<file path="src/hw/csit_pkg.sv">
/*
 File: constants for the clock select and interval timer block.
 Assumes: single 50 MHz clock domain, plain strobe register port.
*/
package csit_pkg;
    localparam int unsigned CSIT_ADDR_W = 8;
    localparam int unsigned CSIT_DATA_W = 8;
    localparam int unsigned CSIT_PDIV_W = 12;

    // Register offsets
    localparam logic [7:0] CSIT_OFF_OSC_SEL = 8'hbc;
    localparam logic [7:0] CSIT_OFF_CLK_CTRL = 8'hf2;
    localparam logic [7:0] CSIT_OFF_COUNT = 8'hf3;
    localparam logic [7:0] CSIT_OFF_IRQ_STATUS = 8'hf8;
    localparam logic [7:0] CSIT_OFF_IRQ_MASK = 8'hf9;

    // Reset values
    localparam logic [7:0] CSIT_RST_OSC_SEL = 8'h00;
    localparam logic [7:0] CSIT_RST_CLK_CTRL = 8'h17;
    localparam logic [7:0] CSIT_RST_IRQ_MASK = 8'h00;

    // oscillator_select fields
    localparam int unsigned CSIT_BIT_SYS_SEL = 0;
    localparam int unsigned CSIT_BIT_SUB_HALT = 1;
    localparam int unsigned CSIT_BIT_MAIN_HALT = 2;

    // interval_clock_control fields
    localparam int unsigned CSIT_BIT_SRC_LO = 0;
    localparam int unsigned CSIT_BIT_CLEAR = 3;
    localparam int unsigned CSIT_BIT_WDOG_ON = 4;

    // Interrupt status fields
    localparam int unsigned CSIT_BIT_IRQ_OVF = 0;

    // Smallest prescaler tap is divide by 8, i.e. bit 2 of the divider
    localparam int unsigned CSIT_TAP_BASE = 2;

    // Main oscillator source options (one-time configuration)
    typedef enum logic [2:0] {
        CSIT_SRC_XTAL,
        CSIT_SRC_EXT_RC,
        CSIT_SRC_IRC_8M,
        CSIT_SRC_IRC_4M,
        CSIT_SRC_IRC_2M,
        CSIT_SRC_IRC_1M
    } csit_main_src_t;
endpackage

</file>
<file path="src/hw/csit_top.sv">
/*
 File: clock selection, oscillator halt control, peripheral clock divider
 and 8-bit interval counter with overflow interrupt.
 Assumes: clk is the selected oscillator clock, inputs are synchronous to it,
 the CPU core gives a stop pulse and a wake pulse, and the watchdog
 logic consumes the time base and the watchdog mode bit.
*/
// Summary of operation
// - The system clock select bit picks the main oscillator at 0 and the sub oscillator at 1.
// - The main oscillator halt bit runs the main oscillator at 0 and stops it at 1.
// - The sub oscillator halt bit runs the sub oscillator at 0 and stops it at 1.
// - Peripherals get the source clock undivided and divided by every power of two from 2 to 4096.
// - A stop instruction gates the peripheral clock off and leaving stop gates it back on.
// - Stop halts only the oscillator chosen as system clock and leaves the other as it was.
// - The main oscillator source is fixed by a one-time option among crystal, external RC or internal RC 8/4/2/1 MHz.
// - The interval counter is an 8-bit free-running counter stepping on each prescaler pulse, held only in stop.
// - A rollover of the interval counter from ff to 00 raises the interval interrupt request.
// - Writing 1 to the clear bit zeroes the counter and the bit clears itself after one cycle.
// - The 3-bit source select picks the prescaler tap from divide by 8 at 000 to divide by 1024 at 111.
// - The watchdog on bit makes the downstream 7-bit counter a plain timer at 0 and a watchdog at 1.
// - The interval counter supplies the watchdog time base.
// - Software reads the live counter value through an 8-bit count register.
module csit_top #(
    parameter csit_pkg::csit_main_src_t MAIN_SRC = csit_pkg::CSIT_SRC_XTAL
) (
    input wire logic clk,
    input wire logic resetn,
    input wire logic [csit_pkg::CSIT_ADDR_W-1:0] reg_addr,
    input wire logic [csit_pkg::CSIT_DATA_W-1:0] reg_wdata,
    input wire logic reg_wr,
    input wire logic reg_rd,
    output logic [csit_pkg::CSIT_DATA_W-1:0] reg_rdata,
    input wire logic stop_enter,
    input wire logic stop_wake,
    output logic sys_clk_sel,
    output logic main_osc_run,
    output logic sub_osc_run,
    output logic [2:0] main_osc_source,
    output logic periph_clk_en,
    output logic [csit_pkg::CSIT_PDIV_W:0] periph_clk_taps,
    output logic [7:0] interval_counter_value,
    output logic interval_tick,
    output logic watchdog_on,
    output logic interval_irq,
    output logic irq
);
    import csit_pkg::*;

    logic rst_sync1_q;
    logic rst_sync2_q;
    logic rst_n;
    logic [7:0] osc_sel_q;
    logic [2:0] src_sel_q;
    logic clear_q;
    logic wdog_on_q;
    logic stopped_q;
    logic [CSIT_PDIV_W-1:0] div_q;
    logic [CSIT_PDIV_W-1:0] div_d;
    logic [7:0] count_q;
    logic tap_pulse;
    logic ovf;
    logic ovf_flag_q;
    logic ovf_mask_q;
    logic [7:0] rdata_d;

    // Reset is released through two flops so release is clean
    always_ff @(posedge clk or negedge resetn)
    begin
        if (!resetn)
        begin
            rst_sync1_q <= 1'b0;
            rst_sync2_q <= 1'b0;
        end
        else
        begin
            rst_sync1_q <= 1'b1;
            rst_sync2_q <= rst_sync1_q;
        end
    end
    assign rst_n = rst_sync2_q;

    function automatic logic wr_hit(input logic [7:0] off);
        wr_hit = reg_wr && (reg_addr == off);
    endfunction

    // Oscillator select register
    always_ff @(posedge clk or negedge rst_n)
    begin
        if (!rst_n)
        begin
            osc_sel_q <= CSIT_RST_OSC_SEL;
        end
        else if (wr_hit(CSIT_OFF_OSC_SEL))
        begin
            osc_sel_q <= {5'h00, reg_wdata[2:0]};
        end
    end

    // Stop mode state; wake wins over a same-cycle entry
    always_ff @(posedge clk or negedge rst_n)
    begin
        if (!rst_n)
        begin
            stopped_q <= 1'b0;
        end
        else if (stop_wake)
        begin
            stopped_q <= 1'b0;
        end
        else if (stop_enter)
        begin
            stopped_q <= 1'b1;
        end
    end

    assign sys_clk_sel = osc_sel_q[CSIT_BIT_SYS_SEL];
    // Stop only affects the oscillator in use as system clock
    assign main_osc_run = !osc_sel_q[CSIT_BIT_MAIN_HALT] && !(stopped_q && !sys_clk_sel);
    assign sub_osc_run = !osc_sel_q[CSIT_BIT_SUB_HALT] && !(stopped_q && sys_clk_sel);
    assign main_osc_source = MAIN_SRC;
    assign periph_clk_en = !stopped_q;

    // Clock control register; clear bit is a self-clearing one-cycle pulse
    always_ff @(posedge clk or negedge rst_n)
    begin
        if (!rst_n)
        begin
            src_sel_q <= CSIT_RST_CLK_CTRL[2:0];
            wdog_on_q <= CSIT_RST_CLK_CTRL[CSIT_BIT_WDOG_ON];
        end
        else if (wr_hit(CSIT_OFF_CLK_CTRL))
        begin
            src_sel_q <= reg_wdata[2:0];
            wdog_on_q <= reg_wdata[CSIT_BIT_WDOG_ON];
        end
    end

    always_ff @(posedge clk or negedge rst_n)
    begin
        if (!rst_n)
        begin
            clear_q <= CSIT_RST_CLK_CTRL[CSIT_BIT_CLEAR];
        end
        else
        begin
            clear_q <= wr_hit(CSIT_OFF_CLK_CTRL) && reg_wdata[CSIT_BIT_CLEAR];
        end
    end
    assign watchdog_on = wdog_on_q;

    // Shared prescaler; frozen while the peripheral clock is gated
    assign div_d = div_q + 12'h001;
    always_ff @(posedge clk or negedge rst_n)
    begin
        if (!rst_n)
        begin
            div_q <= '0;
        end
        else if (!stopped_q)
        begin
            div_q <= div_d;
        end
    end

    // Tap k carries clk/2^k, tap 0 is the undivided enable level
    assign periph_clk_taps = {div_q, periph_clk_en};

    // Tap pulse fires when the low bits of the divider all wrap
    always_comb
    begin
        logic [CSIT_PDIV_W-1:0] lowmask;
        lowmask = '0;
        for (int i = 0; i < CSIT_PDIV_W; i++)
        begin
            if (i <= int'(src_sel_q) + CSIT_TAP_BASE)
            begin
                lowmask[i] = 1'b1;
            end
        end
        tap_pulse = !stopped_q && ((div_q & lowmask) == lowmask);
    end

    // Interval counter; a clear restarts from zero
    always_ff @(posedge clk or negedge rst_n)
    begin
        if (!rst_n)
        begin
            count_q <= 8'h00;
        end
        else if (clear_q)
        begin
            count_q <= 8'h00;
        end
        else if (tap_pulse)
        begin
            count_q <= count_q + 8'h01;
        end
    end

    assign ovf = tap_pulse && !clear_q && (count_q == 8'hff);
    assign interval_irq = ovf;
    assign interval_tick = tap_pulse && !clear_q;
    assign interval_counter_value = count_q;

    // Sticky overflow flag; a new overflow beats a read clear
    always_ff @(posedge clk or negedge rst_n)
    begin
        if (!rst_n)
        begin
            ovf_flag_q <= 1'b0;
        end
        else if (ovf)
        begin
            ovf_flag_q <= 1'b1;
        end
        else if (reg_rd && reg_addr == CSIT_OFF_IRQ_STATUS)
        begin
            ovf_flag_q <= 1'b0;
        end
    end

    always_ff @(posedge clk or negedge rst_n)
    begin
        if (!rst_n)
        begin
            ovf_mask_q <= CSIT_RST_IRQ_MASK[0];
        end
        else if (wr_hit(CSIT_OFF_IRQ_MASK))
        begin
            ovf_mask_q <= reg_wdata[CSIT_BIT_IRQ_OVF];
        end
    end
    assign irq = ovf_flag_q && ovf_mask_q;

    // Read decode; unmapped addresses read zero
    always_comb
    begin
        rdata_d = 8'h00;
        if (reg_addr == CSIT_OFF_OSC_SEL)
        begin
            rdata_d = osc_sel_q;
        end
        else if (reg_addr == CSIT_OFF_CLK_CTRL)
        begin
            rdata_d = {3'h0, wdog_on_q, clear_q, src_sel_q};
        end
        else if (reg_addr == CSIT_OFF_COUNT)
        begin
            rdata_d = count_q;
        end
        else if (reg_addr == CSIT_OFF_IRQ_STATUS)
        begin
            rdata_d = {7'h00, ovf_flag_q};
        end
        else if (reg_addr == CSIT_OFF_IRQ_MASK)
        begin
            rdata_d = {7'h00, ovf_mask_q};
        end
    end

    always_ff @(posedge clk or negedge rst_n)
    begin
        if (!rst_n)
        begin
            reg_rdata <= 8'h00;
        end
        else
        begin
            reg_rdata <= reg_rd ? rdata_d : 8'h00;
        end
    end
endmodule

</file>
<file path="config.mk">
export PLATFORM = sky130hd
export DESIGN_NAME = csit_top
export DESIGN_NICKNAME = d
export VERILOG_FILES = /design/src/hw/csit_pkg.sv /design/src/hw/csit_top.sv
export SDC_FILE = /design/constraint.sdc
export NUM_CORES = 1
export LEC_CHECK = 0
export ABC_AREA = 1
export BUFFER_PORTS_ARGS = -buffer_cell sky130_fd_sc_hd__buf_2
export CAP_MARGIN = 25
export CORE_MARGIN = 4
export CORE_UTILIZATION = 57
export DETAILED_ROUTE_END_ITERATION = 10
export GPL_ROUTABILITY_DRIVEN = 0
export PLACE_DENSITY = 0.85
export SLEW_MARGIN = 5
export SYNTH_ARGS = -nofsm -noshare
export SYNTH_HDL_FRONTEND = slang
export SYNTH_SLANG_ARGS = --single-unit
</file>
<file path="constraint.sdc">
create_clock -name clk -period 4.4 [get_ports clk]
set_input_delay 0.44 -clock clk [delete_from_list [all_inputs] [get_ports clk]]
set_output_delay 0.44 -clock clk [all_outputs]
set_load 0.05 [all_outputs]
</file>
==> results.sh <==
export IMPL_status="completed"
export IMPL_cts_root_buf="clkbuf_8"
export IMPL_path_clk_slew_ns=0.08
export IMPL_num_vias=2048
export IMPL_hold_path_end="stopped_q"
export IMPL_avgSynthCellArea_um2=7.92
export IMPL_nets=386
export IMPL_hold_viol=0
export IMPL_tns_ns=0
export IMPL_die_y_um=72.0
export IMPL_stdcell_count=407
export IMPL_path_max_fanout=10
export IMPL_pre_cts_slack_ns=1.98
export IMPL_path_buf_inv=2
export IMPL_min_delay_path_depth=2
export IMPL_die_w_um=72.0
export IMPL_synth_top_cell_area_share_pct=39.6
export IMPL_overflow=0
export IMPL_core_area_um2=3970
export IMPL_start_util_pct=58.9
export IMPL_post_cts_resize_count=0
export IMPL_setup_viol_count_final=0
export IMPL_postRouteAntennaNets=0
export IMPL_hp_class="input port to flip-flop"
export IMPL_tritoncts="yes"
export IMPL_cpPeakStageDelay_ns=0.62
export IMPL_timing_rr_end="interval_counter_value[3]"
export IMPL_cpMostUsedCell="nand2_1"
export IMPL_fillCellCount=329
export IMPL_routed_wl_um=4890
export IMPL_tightest_slew_ns=0.505
export IMPL_synth_flop_cell="dfrtp_1"
export IMPL_fp_row_count=23
export IMPL_antenna_cells=0
export IMPL_startpoint_type="flip-flop"
export IMPL_drcViolationCount=0
export IMPL_antenna_found_initial=0
export IMPL_worst_slack_ns=1.64
export IMPL_r2r_slack_ns=2.46
export IMPL_ios=62
export IMPL_p_leak_nw=1.59
export IMPL_clk_latency_ns=0.29
export IMPL_via_per_inst=5.03
export IMPL_grt_usage_pct=20.4
export IMPL_synth_seq_cells=41
export IMPL_grt_pass1_vias=1912
export IMPL_path_delay_family="simple AND/OR/NAND/NOR gates"
export IMPL_crit_chain="inv_2 > ha_1 > nand2_1 > nand2_1 > nand2_2 > nand2_4 > nor2_8 > nand3_4 > nor2_1 > buf_2"
export IMPL_netlist_instances=295
export IMPL_grt_pass1_wl_um=8250
export IMPL_dpl_hpwl_um=3680
export IMPL_drv_cap=0
export IMPL_clock_path_buffers=2
export IMPL_rsz0062_at_grt="no"
export IMPL_relSlewSlack_pct=66.3
export IMPL_grt_max_degree=40
export IMPL_synth_cell_type_count=33
export IMPL_r2r_cells=10
export IMPL_ir_worst_vdd_mv=0.402
export IMPL_cp_required_ns=3.96
export IMPL_synth_top_cell_by_area="dfrtp_1"
export IMPL_area_growth_pct=17.8
export IMPL_port_buffers=55
export IMPL_cts_max_level=2
export IMPL_timing_clock_skew_ns=0.00401
export IMPL_critPathKind="flip-flop to output port"
export IMPL_worstHoldStart="stop_wake"
export IMPL_firstDrtPassIters=4
export IMPL_netlist_area_um2=2340
export IMPL_placed_cells=398
export IMPL_wl_per_cell_um=12.0
export IMPL_drive_gt1_share_pct=24.9
export IMPL_critPathArrivalTime_ns=2.32
export IMPL_yosys_warnings=0
export IMPL_final_max_slew_viol_count=0
export IMPL_die_area_um2=5190
export IMPL_cp_end_kind="output port"
export IMPL_fin_crit_sh_pct=62.7
export IMPL_clock_sinks=41
export IMPL_yosysSeqAreaShare_pct=44.1
export IMPL_r2r_start="src_sel_q[1]"
export IMPL_max_clock_freq_mhz=363
export IMPL_drt_initial_drc_count=164
export IMPL_cts_buffers=5
export IMPL_async_flop_share_pct=100
export IMPL_period_needed_ns=2.76
export IMPL_power_per_cell_area_nw_per_um2=418
export IMPL_synthTopCellsByArea="dfrtp_1 (40%), nand2_1 (11%), inv_1 (6.3%), nor2_1 (5.1%), nand3_1 (4.9%)"
export IMPL_worst_path_max_delay_cell="dfstp_2"
export IMPL_synth_edf_count=0
==> stage by stage <==
step / hold WS, ns / area, um2 / util [%] / power (mW)
final: 0.287 / 2750 / 69.3 / 1.15
after global routing: 0.283 / 2750 / 69.3 / 1.22
after CTS: 0.276 / 2750 / 69.3 / 1.16
after detailed placement: 0.227 / 2660 / 66.9 / 0.917
after global placement: 0.225 / 2660 / 66.9 / 0.908
after floorplan: 0.144 / 2340 / - / 0.821
==> layout by cell type, fill, tap and decap left out, drive strengths merged <==
cell type / instances
nand3: 24
nand2: 72
a21oi: 8
a21boi: 1
clkinv: 3
dlygate4sd3: 1
xor2: 10
dfrtp: 37
dfstp: 4
mux2: 1
o21bai: 1
nand4: 11
ha: 8
nor4: 1
clkinvlp: 1
conb: 4
nor2: 38
buf: 56
a211oi: 1
nor3b: 1
inv: 45
clkbuf: 5
nor3: 8
o21ai: 15
xnor2: 1
==> worst max-delay path by stage <==
stage	endpoint	slack, ns	startpoint	cells past startpoint
2_1_floorplan	interval_tick	1.83	src_sel_q[1]	9
3_3_place_gp	interval_tick	2.00	src_sel_q[1]	10
3_5_place_dp	interval_tick	1.98	src_sel_q[1]	10
4_1_cts	interval_tick	1.64	src_sel_q[1]	10
5_1_grt	interval_tick	1.53	src_sel_q[1]	10
6_report	interval_tick	1.64	src_sel_q[1]	10
==> where the power goes <==
part | total [mW] | leakage (nW) | switching [mW] | internal, mW
logic | 0.426 | 1.04 | 0.318 | 0.108
registers | 0.485 | 0.508 | 0.0613 | 0.424
clock network | 0.240 | 0.0439 | 0.131 | 0.109
==> timing repair <==
| item | in CTS | in global routing |
|---|---|---|
| setup endpoints to repair | 0 | 0 |
| endpoints found under the hold margin | 2 | 0 |
| setup buffers | 0 | 0 |
| hold buffers | 1 | 0 |
==> kinds of logic after synthesis <==
| family | Yosys count | share of synthesized area [%] |
|---|---|---|
| AOI/OAI and AO/OA | 26 | 5.89 |
| xor gates and xnor gates | 11 | 4.12 |
| adders and majority gates | 8 | 4.28 |
| buffers and inverters | 51 | 8.83 |
| DFF | 41 | 44.1 |
| muxes | 1 | 0.482 |
| other | 2 | 0.321 |
| and+or+nand+nor | 155 | 32.0 |
==> worst reg2reg max path: stages, from the launching register on <==
cell and delay, ns:
dfstp_2 0.62, inv_2 0.10, ha_1 0.32, nand2_1 0.08
nand2_1 0.05, nand2_2 0.09, nand2_4 0.07, nor2_8 0.18
nand3_4 0.16, nand3_1 0.10, nand2_1 0.07
==> state kept, by name (all words and copies together), names as in the netlist <==
register                count
div_q                      12
interval_counter_value      8
reg_rdata                   8
osc_sel_q                   3
src_sel_q                   3
clear_q                     1
ovf_flag_q                  1
ovf_mask_q                  1
rst_n                       1
rst_sync1_q                 1
stopped_q                   1
watchdog_on                 1
==> per-layer routing <==
| layer | part of all wire [%] | vias to the layer above | global-route usage [%] |
|---|---|---|---|
| met2 | 47 | 52 | 34.0 |
| li1 | - | 1056 | - |
| met3 | 5.7 | 5 | 4.99 |
| met4 | 1.1 | 0 | 6.89 |
| met1 | 46 | 935 | 26.2 |
| met5 | 0 | - | 0 |
==> synth_stat cells (6+ instances only) <==
cell type	number
dfrtp_1	37
nand4_1	10
a21oi_1	8
ha_1	8
xor2_1	10
nand2_1	68
nor2_1	32
nand3_1	23
inv_1	39
o21ai_0	12
inv_2	6
nor3_1	6
==> final cells by class <==
type	count	area, um2	area share (%)
multi-input combinational	205	1110	40.2
sequential	41	1030	37.5
timing repair buffer	57	293	10.6
clock inverter	3	17.5	0.636
inverter	46	173	6.27
clock buffer	5	68.8	2.50
tap	50	62.6	2.27
(Power assumes the default switching activity.)
